File: src/pkg/maf_defines.vh
// Constants for the receive address filter and backoff test block.
// Assumes a 20 MHz clock and byte addresses on the register port.
//
// Summary of operation
// - Six hash bits, each the XOR of every sixth destination address bit.
// - The hash picks one bit of a 64-bit table in two registers.
// - Low table register covers hashes 0-31, high register covers 32-63.
// - A non-broadcast group frame is accepted when multicast is enabled and its selected table bit is set.
// - Address high register holds address bits 16-47 in byte order.
// - Group bit of address high reads zero and ignores writes.
// - Reads of the backoff test register show the 11-bit generator.
// - Generator field is writable only while test mode is set.
// - Generator resets to zero and advances from the first clock after.
// - Attempt field counts collisions of the frame now being sent.
// - Backoff counter loads on collision, drops one per slot time.
// - Reserved bits 11-10 of backoff test read zero, writes dropped.
// - Low byte write disables the channel, high write re-enables it if any receive enable is set.
`ifndef MAF_DEFINES_VH
`define MAF_DEFINES_VH

// ==========================================================
// Register offsets
`define MAF_ADDR_W          8
`define MAF_OFS_ADDR_HIGH   8'h00
`define MAF_OFS_HASH_LOW    8'h04
`define MAF_OFS_HASH_HIGH   8'h08
`define MAF_OFS_BOFF_TEST   8'h0c
`define MAF_OFS_MAC_CTRL    8'h10
`define MAF_OFS_ADDR_LOW    8'h14
`define MAF_OFS_FILT_STAT   8'h18

// ==========================================================
// Reset values
`define MAF_RST_WORD        32'h0000_0000
`define MAF_RST_RNG         11'h000
`define MAF_RST_ATTEMPT     4'h0
`define MAF_RST_COUNT       10'h000

// ==========================================================
// Field positions
`define MAF_GROUP_BIT       0
`define MAF_BT_FREEZE       31
`define MAF_BT_ATT_HI       30
`define MAF_BT_ATT_LO       27
`define MAF_BT_RNG_HI       26
`define MAF_BT_RNG_LO       16
`define MAF_BT_RTY_HI       15
`define MAF_BT_RTY_LO       12
`define MAF_BT_CNT_HI       9
`define MAF_BT_CNT_LO       0
`define MAF_CTL_TEST        0
`define MAF_CTL_UNI_EN      1
`define MAF_CTL_MULTI_EN    2
`define MAF_CTL_BCAST_EN    3
`define MAF_DA_GROUP        40

// ==========================================================
// Timing
`define MAF_CLK_PERIOD_NS   50
`define MAF_SLOT_TIME_NS    5120
`define MAF_SLOT_CYCLES     (`MAF_SLOT_TIME_NS / `MAF_CLK_PERIOD_NS)
`define MAF_SLOT_CNT_W      7
`define MAF_BACKOFF_LIMIT   4'ha

`endif

File: src/hw/maf_hash.v
// Destination address hash and table lookup, purely combinational.
// Assumes the address arrives with its first byte in bits 47-40.
`timescale 1ns/10ps
module maf_hash
(
    input  wire [47:0] da_in,
    input  wire [63:0] table_in,
    output wire [5:0]  hash_out,
    output wire        hit_out
);

    // ==========================================================
    // Fold address into six bits
    genvar i;
    generate
        for (i = 0; i < 6; i = i + 1)
        begin : g_fold
            assign hash_out[i] = da_in[i] ^ da_in[i+6] ^ da_in[i+12]
                               ^ da_in[i+18] ^ da_in[i+24] ^ da_in[i+30]
                               ^ da_in[i+36] ^ da_in[i+42];
        end
    endgenerate

    // Low register holds 0-31 in table bits 31:0
    assign hit_out = table_in[hash_out];

endmodule

File: src/hw/maf_top.v
// Receive address filter and collision backoff test logic.
// Assumes a simple register port with read data one cycle later and
// frame events from the MAC core as one-cycle pulses on clk_in.
//
// Strobed register access and the register offsets were decided locally.
`timescale 1ns/10ps
`include "maf_defines.vh"
module maf_top
(
    input  wire                   clk_in,
    input  wire                   rst_n_in,
    input  wire [`MAF_ADDR_W-1:0] reg_addr_in,
    input  wire [31:0]            reg_wdata_in,
    input  wire                   reg_wr_in,
    input  wire                   reg_rd_in,
    output reg  [31:0]            reg_rdata_out,
    input  wire                   rx_da_valid_in,
    input  wire [47:0]            rx_da_in,
    output reg                    rx_result_valid_out,
    output reg                    rx_accept_out,
    output reg  [5:0]             rx_hash_out,
    input  wire                   tx_frame_start_in,
    input  wire                   tx_collision_in,
    output wire [3:0]             tx_attempt_out,
    output wire                   tx_backoff_busy_out,
    output wire                   channel_enabled_out
);

    // ==========================================================
    // Register state
    reg [31:0] station_address_high;
    reg [7:0]  station_address_low_byte;
    reg [31:0] group_hash_table_low;
    reg [31:0] group_hash_table_high;
    reg [3:0]  mac_control_register;
    reg        backoff_freeze_bit;
    reg [3:0]  transmit_retry_tally;
    reg [10:0] backoff_random_generator;
    reg [3:0]  attempt_count;
    reg [9:0]  backoff_slot_counter;
    reg        channel_enable;
    reg [`MAF_SLOT_CNT_W-1:0] slot_div;
    reg        slot_tick;
    reg [1:0]  last_kind;

    wire wr_addr_high = reg_wr_in &&
                        (reg_addr_in == `MAF_OFS_ADDR_HIGH);
    wire wr_addr_low  = reg_wr_in &&
                        (reg_addr_in == `MAF_OFS_ADDR_LOW);
    wire wr_boff      = reg_wr_in &&
                        (reg_addr_in == `MAF_OFS_BOFF_TEST);
    wire test_mode    = mac_control_register[`MAF_CTL_TEST];
    wire any_rx_en    = mac_control_register[`MAF_CTL_UNI_EN] |
                        mac_control_register[`MAF_CTL_MULTI_EN] |
                        mac_control_register[`MAF_CTL_BCAST_EN];

    // ==========================================================
    // Software registers
    always @(posedge clk_in or negedge rst_n_in)
    begin
        if (!rst_n_in)
        begin
            station_address_high     <= `MAF_RST_WORD;
            station_address_low_byte <= 8'h00;
            group_hash_table_low     <= `MAF_RST_WORD;
            group_hash_table_high    <= `MAF_RST_WORD;
            mac_control_register     <= 4'h0;
            backoff_freeze_bit       <= 1'b0;
            transmit_retry_tally     <= 4'h0;
        end
        else if (reg_wr_in)
        begin
            case (reg_addr_in)
                `MAF_OFS_ADDR_HIGH:
                begin
                    // Group bit forced low
                    station_address_high <= {reg_wdata_in[31:1], 1'b0};
                end
                `MAF_OFS_ADDR_LOW:
                begin
                    station_address_low_byte <= reg_wdata_in[7:0];
                end
                `MAF_OFS_HASH_LOW:
                begin
                    group_hash_table_low <= reg_wdata_in;
                end
                `MAF_OFS_HASH_HIGH:
                begin
                    group_hash_table_high <= reg_wdata_in;
                end
                `MAF_OFS_MAC_CTRL:
                begin
                    mac_control_register <= reg_wdata_in[3:0];
                end
                `MAF_OFS_BOFF_TEST:
                begin
                    // Stored only; no hardware acts on these two fields
                    backoff_freeze_bit   <= reg_wdata_in[`MAF_BT_FREEZE];
                    transmit_retry_tally <=
                        reg_wdata_in[`MAF_BT_RTY_HI:`MAF_BT_RTY_LO];
                end
                default:
                begin
                    station_address_high <= station_address_high;
                end
            endcase
        end
    end

    // ==========================================================
    // Channel enable
    // Address is rewritten piecewise, so matching pauses until high is done
    always @(posedge clk_in or negedge rst_n_in)
    begin
        if (!rst_n_in)
        begin
            channel_enable <= 1'b0;
        end
        else if (wr_addr_high)
        begin
            channel_enable <= any_rx_en;
        end
        else if (wr_addr_low)
        begin
            channel_enable <= 1'b0;
        end
    end

    assign channel_enabled_out = channel_enable;

    // ==========================================================
    // Receive filter
    wire [5:0] hash_val;
    wire       hash_hit;

    maf_hash u_hash
    (
        .da_in    (rx_da_in),
        .table_in ({group_hash_table_high, group_hash_table_low}),
        .hash_out (hash_val),
        .hit_out  (hash_hit)
    );

    // Register byte order is first address byte lowest
    wire [31:0] da_as_reg = {rx_da_in[23:16], rx_da_in[31:24],
                             rx_da_in[39:32], rx_da_in[47:40]};
    wire da_group = rx_da_in[`MAF_DA_GROUP];
    wire da_bcast = &rx_da_in;
    wire spec_hit = (da_as_reg == station_address_high) &&
                    (rx_da_in[7:0] == station_address_low_byte);
    reg  next_accept;

    always @*
    begin
        next_accept = 1'b0;
        if (da_group)
        begin
            if (da_bcast)
                next_accept = mac_control_register[`MAF_CTL_BCAST_EN];
            else
                next_accept = mac_control_register[`MAF_CTL_MULTI_EN]
                              & hash_hit;
        end
        else
        begin
            next_accept = mac_control_register[`MAF_CTL_UNI_EN]
                          & channel_enable & spec_hit;
        end
    end

    always @(posedge clk_in or negedge rst_n_in)
    begin
        if (!rst_n_in)
        begin
            rx_result_valid_out <= 1'b0;
            rx_accept_out       <= 1'b0;
            rx_hash_out         <= 6'h00;
            last_kind           <= 2'b00;
        end
        else
        begin
            rx_result_valid_out <= rx_da_valid_in;
            if (rx_da_valid_in)
            begin
                rx_accept_out <= next_accept;
                rx_hash_out   <= hash_val;
                last_kind     <= {da_group, next_accept};
            end
        end
    end

    // ==========================================================
    // Backoff random generator
    // Free-running count; collision timing makes its sample random enough
    always @(posedge clk_in or negedge rst_n_in)
    begin
        if (!rst_n_in)
        begin
            backoff_random_generator <= `MAF_RST_RNG;
        end
        else if (wr_boff && test_mode)
        begin
            backoff_random_generator <=
                reg_wdata_in[`MAF_BT_RNG_HI:`MAF_BT_RNG_LO];
        end
        else
        begin
            backoff_random_generator <=
                backoff_random_generator + 11'h001;
        end
    end

    // ==========================================================
    // Slot time divider
    always @(posedge clk_in or negedge rst_n_in)
    begin
        if (!rst_n_in)
        begin
            slot_div  <= {`MAF_SLOT_CNT_W{1'b0}};
            slot_tick <= 1'b0;
        end
        else if ({{(32-`MAF_SLOT_CNT_W){1'b0}}, slot_div} ==
                 (`MAF_SLOT_CYCLES - 1))
        begin
            slot_div  <= {`MAF_SLOT_CNT_W{1'b0}};
            slot_tick <= 1'b1;
        end
        else
        begin
            slot_div  <= slot_div + {{(`MAF_SLOT_CNT_W-1){1'b0}}, 1'b1};
            slot_tick <= 1'b0;
        end
    end

    // ==========================================================
    // Attempt count and backoff counter
    // Range doubles per collision up to ten bits, the usual truncation
    wire [3:0] next_attempt = (attempt_count == 4'hf) ? 4'hf :
                              attempt_count + 4'h1;
    wire [3:0] range_bits   = (next_attempt > `MAF_BACKOFF_LIMIT) ?
                              `MAF_BACKOFF_LIMIT : next_attempt;
    wire [10:0] range_mask  = (11'h001 << range_bits) - 11'h001;
    wire [10:0] draw        = backoff_random_generator & range_mask;

    always @(posedge clk_in or negedge rst_n_in)
    begin
        if (!rst_n_in)
        begin
            attempt_count        <= `MAF_RST_ATTEMPT;
            backoff_slot_counter <= `MAF_RST_COUNT;
        end
        else if (tx_collision_in)
        begin
            // Collision wins over a frame start in the same cycle
            attempt_count        <= next_attempt;
            backoff_slot_counter <= draw[9:0];
        end
        else if (wr_boff && test_mode)
        begin
            attempt_count        <=
                reg_wdata_in[`MAF_BT_ATT_HI:`MAF_BT_ATT_LO];
            backoff_slot_counter <=
                reg_wdata_in[`MAF_BT_CNT_HI:`MAF_BT_CNT_LO];
        end
        else
        begin
            if (tx_frame_start_in)
                attempt_count <= `MAF_RST_ATTEMPT;
            if (slot_tick && (backoff_slot_counter != 10'h000))
                backoff_slot_counter <=
                    backoff_slot_counter - 10'h001;
        end
    end

    assign tx_attempt_out      = attempt_count;
    assign tx_backoff_busy_out = (backoff_slot_counter != 10'h000);

    // ==========================================================
    // Read port
    reg [31:0] next_rdata;

    always @*
    begin
        next_rdata = 32'h0000_0000;
        case (reg_addr_in)
            `MAF_OFS_ADDR_HIGH:
                next_rdata = station_address_high;
            `MAF_OFS_ADDR_LOW:
                next_rdata = {24'h000000, station_address_low_byte};
            `MAF_OFS_HASH_LOW:
                next_rdata = group_hash_table_low;
            `MAF_OFS_HASH_HIGH:
                next_rdata = group_hash_table_high;
            `MAF_OFS_MAC_CTRL:
                next_rdata = {28'h0000000, mac_control_register};
            `MAF_OFS_BOFF_TEST:
                next_rdata = {backoff_freeze_bit, attempt_count,
                              backoff_random_generator,
                              transmit_retry_tally,
                              2'b00,
                              backoff_slot_counter};
            `MAF_OFS_FILT_STAT:
                next_rdata = {22'h0, last_kind,
                              rx_hash_out, 1'b0, channel_enable};
            default:
                next_rdata = 32'h0000_0000;
        endcase
    end

    always @(posedge clk_in or negedge rst_n_in)
    begin
        if (!rst_n_in)
        begin
            reg_rdata_out <= 32'h0000_0000;
        end
        else if (reg_rd_in)
        begin
            reg_rdata_out <= next_rdata;
        end
        else
        begin
            reg_rdata_out <= 32'h0000_0000;
        end
    end

endmodule

File: config.mk
export PLATFORM = sky130hd
export DESIGN_NAME = maf_top
export DESIGN_NICKNAME = d
export VERILOG_FILES = /design/src/hw/maf_hash.v /design/src/hw/maf_top.v
export VERILOG_INCLUDE_DIRS = /design/src /design/src/pkg
export SDC_FILE = /design/constraint.sdc
export NUM_CORES = 1
export LEC_CHECK = 0
export ABC_AREA = 1
export BUFFER_PORTS_ARGS = -buffer_cell sky130_fd_sc_hd__buf_4
export CORE_MARGIN = 1.5
export CORE_UTILIZATION = 60
export CTS_BUF_LIST = sky130_fd_sc_hd__clkbuf_8 sky130_fd_sc_hd__clkbuf_16
export CTS_CLUSTER_DIAMETER = 40
export CTS_CLUSTER_SIZE = 12
export DETAILED_ROUTE_END_ITERATION = 16
export GPL_TIMING_DRIVEN = 0
export PLACE_DENSITY_LB_ADDON = 0.12
export SETUP_SLACK_MARGIN = 0.15
export SLEW_MARGIN = 20
export SYNTH_ARGS = -nofsm -noshare
export SYNTH_HDL_FRONTEND = slang
export SYNTH_HIERARCHICAL = 1
export SYNTH_SLANG_ARGS = --single-unit
File: constraint.sdc
create_clock -name clk_in -period 4.7 [get_ports clk_in]
set_clock_uncertainty 0.1 [all_clocks]
set_input_delay 0.47 -clock clk_in [delete_from_list [all_inputs] [get_ports clk_in]]
set_output_delay 0.47 -clock clk_in [all_outputs]
set_load 0.02 [all_outputs]
# --- Yosys cells after proc, flatten, opt, wreduce, memory -nomap -nowiden ---
# Cells that the tools add are included.
word_totals:
  out_inout_bits: 46
  word_cells: 121
  register_bits: 188
  in_bits: 95
classes:
  eq_ne: 10
  n_shift: 1
  reduce_logical: 18
  addsub: 5
  mux: 19
  n_lt_le_gt_ge: 2
  bitwise: 48
op_table:
  columns: ["op", "count"]
  rows:
  - ["$pmux W32 S7", 1]
  - ["$reduce_and A48 Y1", 1]
  - ["$xor A1 B1 Y1", 42]
  - ["$eq A32 B32 Y1", 1]
  - ["$mux W32", 1]
  - ["$mux W10", 3]
  - ["$eq A8 B5 Y1 const B", 3]
  - ["$mux W4", 5]
  - ["$sub A10 B1 Y10 const B", 2]
  - ["$eq A8 B4 Y1 const B", 2]
  - ["$reduce_and A2 Y1", 6]
  - ["$add A11 B1 Y11 const B", 1]
  - ["$mux W11", 1]
  - ["$and A10 B10 Y10", 1]
  - ["$reduce_bool A10 Y1", 1]
  - ["$shl A1 B4 Y10 const A", 1]
  - ["$eq A8 B3 Y1 const B", 1]
  - ["$eq A8 B8 Y1", 1]
  - ["$logic_not A8 Y1", 1]
  - ["$add A7 B1 Y7 const B", 1]
  - ["$eq A7 B7 Y1 const B", 1]
  - ["$lt A6 B7 Y1 const B", 1]
  - ["$mux W7", 1]
  - ["$bmux W1 S6", 1]
  - ["9 further kinds", 23]

# --- Logic depth before layout (Yosys ltp) ---
depth:
  word_depth: 12
  mapped_depth: 23
  depth_no_buf: 23

# --- By module ---
# The synthesis kept the hierarchy.
modules_own_cells:
  columns: ["module", "seq_area_each_um2", "n_inst", "area_per_inst_um2", "cells_per_inst"]
  rows:
  - ["maf_top", 4679.5, 1, 9142.5, 1131]
  - ["maf_hash", 0.0, 1, 1450.1, 273]

# --- Worst setup path before layout ---
# Ideal clock, no wire load.
synth_timing:
  kind: "register to register"
  from: "register attempt_count[0] (netlist: tx_attempt_out[0])"
  to: "register backoff_slot_counter[6]"
  setup_time_ps: 77
  setup_slack_ps: 2544
  period_less_slack_ps: 2156
  path_buffers: 0
  required_ps: 4523
  stages_incl_launch_ff: 14
  t_arrival_ps: 1978
  cell_sequence: "dfrtp_1 ha_1 nand3_1 nand3_1 nand2_1 nand2_1 nor2_1 nand2_1 ha_1 nand4_1 nand3_1 inv_1 nand2_1 a21oi_1"
synth_via:
  elab_chain_len: 8
  word_cells_on_any_way: 9
  cone_classes: "add/sub (2); order compare (1); eq/ne (1); shift (1); mux (3); bitwise (1)"
synth_rtl:
  columns: ["item", "line", "text"]
  rows:
  - ["start, declared", "maf_top.v:39", "reg [3:0] attempt_count;"]
  - ["start signal, assigned", "maf_top.v:249", "attempt_count <= `MAF_RST_ATTEMPT;"]
  - ["start signal, assigned", "maf_top.v:255", "attempt_count <= next_attempt;"]
  - ["start signal, assigned", "maf_top.v:260", "attempt_count <="]
  - ["$add A4 B1 Y4 or $eq A4 B4 Y1 (tied branches)", "maf_top.v:239, maf_top.v:238", null]
  - ["$mux W4 (*)", "maf_top.v:238", "wire [3:0] next_attempt = (attempt_count == 4'hf) ? 4'hf :"]
  - ["$gt A4 B4 Y1 (no line)", null, null]
  - ["$mux W4 (*)", "maf_top.v:240", "wire [3:0] range_bits = (next_attempt > `MAF_BACKOFF_LIMIT) ?"]
  - ["$shl A1 B4 Y10 (*)", "maf_top.v:242", "wire [10:0] range_mask = (11'h001 << range_bits) - 11'h001;"]
  - ["$sub A10 B1 Y10 (*)", "maf_top.v:242", null]
  - ["$and A10 B10 Y10 (*)", "maf_top.v:243", "wire [10:0] draw = backoff_random_generator & range_mask;"]
  - ["$mux W10 (*)", "maf_top.v:252", "else if (tx_collision_in)"]
  - ["end signal, assigned", "maf_top.v:250", "backoff_slot_counter <= `MAF_RST_COUNT;"]
  - ["end signal, assigned", "maf_top.v:256", "backoff_slot_counter <= draw[9:0];"]
  - ["end signal, assigned", "maf_top.v:262", "backoff_slot_counter <="]
  - ["end, declared", "maf_top.v:40", "reg [9:0] backoff_slot_counter;"]
# Every way passes the cells marked *; elsewhere a longest branch is shown, timed or not.
# A chain may end at the register's enable or synchronous reset.

# --- Final worst setup path ---
layout_timing:
  from: "input rx_da_in[1]"
  to: "register last_kind[0]"
layout_via:
  elab_chain_len: 12
  word_cells_on_any_way: 16
  cone_classes: "eq/ne (1); mux (4); bitwise (9); reduce/logical (2)"
layout_rtl:
  columns: ["item", "line", "text"]
  rows:
  - ["start, declared", "maf_top.v:18", "input wire [47:0] rx_da_in,"]
  - ["$xor A1 B1 Y1 (2 in series)", "maf_hash.v:18", "assign hash_out[i] = da_in[i] ^ da_in[i+6] ^ da_in[i+12]"]
  - ["$xor A1 B1 Y1 (3 in series)", "maf_hash.v:19", "^ da_in[i+18] ^ da_in[i+24] ^ da_in[i+30]"]
  - ["$xor A1 B1 Y1 (2 in series)", "maf_hash.v:20", "^ da_in[i+36] ^ da_in[i+42];"]
  - ["$bmux W1 S6", "maf_hash.v:25", "assign hit_out = table_in[hash_out];"]
  - ["$mux W1 (not written as such)", "maf_hash.v:25", null]
  - ["via hash_hit", "maf_top.v:134", "wire hash_hit;"]
  - ["$and A1 B1 Y1", "maf_top.v:161", "next_accept = mac_control_register[`MAF_CTL_MULTI_EN]"]
  - ["$mux W1", "maf_top.v:158", "if (da_bcast)"]
  - ["$mux W1", "maf_top.v:156", "if (da_group)"]
  - ["end signal, assigned", "maf_top.v:187", "last_kind <= {da_group, next_accept};"]
  - ["end, declared", "maf_top.v:44", "reg [1:0] last_kind;"]
# The timed path passes the listed nets, and every way through them passes these cells. The select of a mux whose other input is x is not followed.

==> results_dict.tcl <==
set metrics [dict create \
    status "finished, final reports clean" \
    hpwlAfterDp_um 26340 \
    initial_core_util 0.6124 \
    grt_usage 0.3950 \
    hold_slack_ps 138.1 \
    cpPeakStageDelay_ps 330 \
    ys_warn_count 6 \
    synth_area_um2 10590 \
    fmax_mhz 402.0 \
    stdcell_area_um2 12530 \
    postRouteAntennaNets 0 \
    pin_count 141 \
    path_class "in -> reg" \
    clk_path_buf_depth 2 \
    clock_sinks 187 \
    synth_edf_count 0 \
    cts_tree "done" \
    drc 0 \
    drt_iter0_drc 1158 \
    drv_cap 0 \
    post_cts_resized 0 \
    ys_seq_elements 187 \
    clk_pin_slew_ps 70 \
    clk_latency_ps 440 \
    antenna_found_initial 0 \
    cts_made_buffers 17 \
    worst_path_most_repeated_cell "nand3_1" \
    synthToLayoutAreaGrowth_pct 18.30 \
    grt_max_degree 99 \
    final.setup.tns_ps 0 \
    core_area_um2 17300 \
    cts-htree-levels 4 \
    dieArea_um2 18460 \
    first_pass_iters 6 \
    synth_top_area_frac 0.4418 \
    post_cts_buffers 0 \
    rows 48 \
    power_density_nw_per_um2 338.1 \
    post_drt_wl_per_cell_um 19.78 \
    p_leak_nw 6.023 \
    vias_per_cell 5.894 \
    syn_area_per_cell_um2 7.545 \
    irDropWorstVdd_mv 0.2742 \
    wirelength_um 35640 \
    synth.top_cells.by_area "dfrtp_1, nand2_1, o21ai_0" \
    fin_nets 1665 \
    hold_viol 0 \
    grt_overflow 0 \
    synthesis.instances 1404 \
    grt_pass1_vias 9959 \
    cts_root_buf "clkbuf_16" \
    cp-end-kind "register" \
    vias 10621 \
    ys_types 40 \
    worstMarginPinSlew_ps 974.1 \
    layout_commonest_cell "nand2_1" \
    antennaDiodeCount 0 \
    placement.io_buffers 139 \
    post-route-period-util 0.5293 \
    fp.dieW_um 135.9 \
    crit_slowest_cell "buf_2" \
    relSlewSlack 0.3452 \
    critPathMaxFanout 10 \
    startpoint_type "input port" \
    rsz0062_at_grt "no" \
    grt_pass1_wl_um 54170 \
    synth_nets 1505 \
    placed_area_um2 11950 \
    setup-violations-final 0 \
    nFillCells 1466 \
    hold_path_class "in -> reg" \
    die_height_um 135.9 \
    drv_slew 0 \
    path_cells "buf_4 > inv_1 > nand2_1 > nand3b_1 > nand2_1 > nand3b_1 > nand2_2 > buf_2 > nand3_1 > nand3_1 > nand3_1 > nand3_1 > nand3_1 > nand2_1 > nand2_1 > nand2_1 > nand3_1 > nand3_1 > nand2_1 > inv_1" \
    drive_above_1_share 0.1465 \
    hold_buffers 1 \
    ys.flop_type "dfrtp_1" \
    crit_required_ps 4980 \
    final_cell_mix "nand2_1, dfrtp_1, inv_1" \
    gp_congestion 0.9755 \
    timing.final.crit_period_ps 2488 \
    worstPathArrival_ps 2760 \
    synthArstFlopShare 1.000 \
    synth_top_area_cell "dfrtp_1" \
    yosysSeqAreaShare 0.4418 \
]
==> metal layers <==
| layer | vias to the layer above | part of all wire | global-route usage | routed length, um |
|---|---|---|---|---|
| met2 | 683 | 0.44 | 0.5995 | 15820 |
| met3 | 139 | 0.12 | 0.08464 | 4271 |
| met5 | - | 0 | 0 | 0 |
| met4 | 0 | 0.052 | 0.2210 | 1853 |
| met1 | 4967 | 0.38 | 0.5291 | 13700 |
| li1 | 4832 | - | - | - |
==> state kept, by name, summed over array words and instances (netlist names) <==
name                      flops
station_address_high         31
backoff_slot_counter         10
last_kind                     2
backoff_freeze_bit            1
group_hash_table_low         32
backoff_random_generator     11
slot_tick                     1
channel_enabled_out           1
transmit_retry_tally          4
mac_control_register          4
slot_div                      7
rx_result_valid_out           1
reg_rdata_out                32
station_address_low_byte      8
group_hash_table_high        32
tx_attempt_out                4
rx_hash_out                   6
==> metrics by stage <==
stage / utilization / setup slack (ps) / std cells / power (mW)
floorplan: - / 2544 / 1404 / 2.435
global placement: 0.6890 / 1899 / 1768 / 2.807
detailed placement: 0.6910 / 1933 / 1769 / 2.829
CTS: 0.7245 / 2259 / 1802 / 4.205
global route: 0.7245 / 1996 / 1802 / 4.395
finish: 0.7245 / 2212 / 1802 / 4.237
==> kinds of logic after synthesis <==
group           Yosys count  synth area share
mux                       1          0.001063
xor+xnor                 78           0.06520
simple gates            704            0.2906
flops                   187            0.4418
fa+ha+maj                 6          0.007087
buf+inv                 214           0.08351
compound gates          214            0.1108
==> cells in the mapped netlist, types with 2 or more instances <==
cell type and instances:
a41oi_1 17, nand2_4 2, o21ai_1 5, buf_4 3, inv_2 8, inv_1 155, nand4_1 15, clkbuf_1 26
nand3b_1 32, buf_6 7, xnor2_1 56, xor2_1 21, ha_1 6, and3_1 3, nand2_1 457, nand3_1 101
a21oi_1 29, nand3_2 6, a31oi_1 3, nand3_4 2, nand2_2 6, nor2_2 5, nor2_1 62, nor3_1 7
buf_2 14, dfrtp_1 187, or2_2 2, o211ai_1 8, o21ai_0 144, o22ai_1 5
==> worst max-delay path, delay by kind of cell <==
| kind | cells | cell delay [ps] |
|---|---|---|
| buffers and inverters | 4 | 550 |
| and+or+nand+nor | 16 | 1710 |
==> where the power goes <==
part | switching [mW] | internal, mW
Sequential | 0.154 | 1.72
Combinational | 0.603 | 0.358
Clock | 0.666 | 0.735
Total | 1.42 | 2.81
==> area by class of cell <==
class	count	area [um^2]	area share
buffer	50	269.0	0.02147
clock buffer	20	466.7	0.03724
clock inverter	12	101.3	0.008088
inverter	164	615.6	0.04913
multi-input combinational	1003	5029	0.4013
sequential	187	4679	0.3734
tap	225	281.5	0.02247
timing repair buffer	141	1089	0.08687
==> path summary, 6_finish.rpt <==
kind	from	to	slack (ps)	cells after the start
worst max register to register	tx_attempt_out[0]$_DFFE_PN0P_	backoff_slot_counter[1]$_DFFE_PN0P_	2270	11
max in group asynchronous	rst_n_in	station_address_high[6]$_DFFE_PN0P_	3040	3
worst min register to register	slot_div[4]$_DFF_PN0_	slot_div[4]$_DFF_PN0_	370	1
worst min-delay path	rx_da_valid_in	rx_result_valid_out$_DFF_PN0_	140	1
min in group asynchronous	rst_n_in	backoff_random_generator[4]$_DFF_PN0_	500	2
worst max-delay path	rx_da_in[1]	last_kind[0]$_DFFE_PN0P_	2210	20
(Power assumes the default switching activity.)
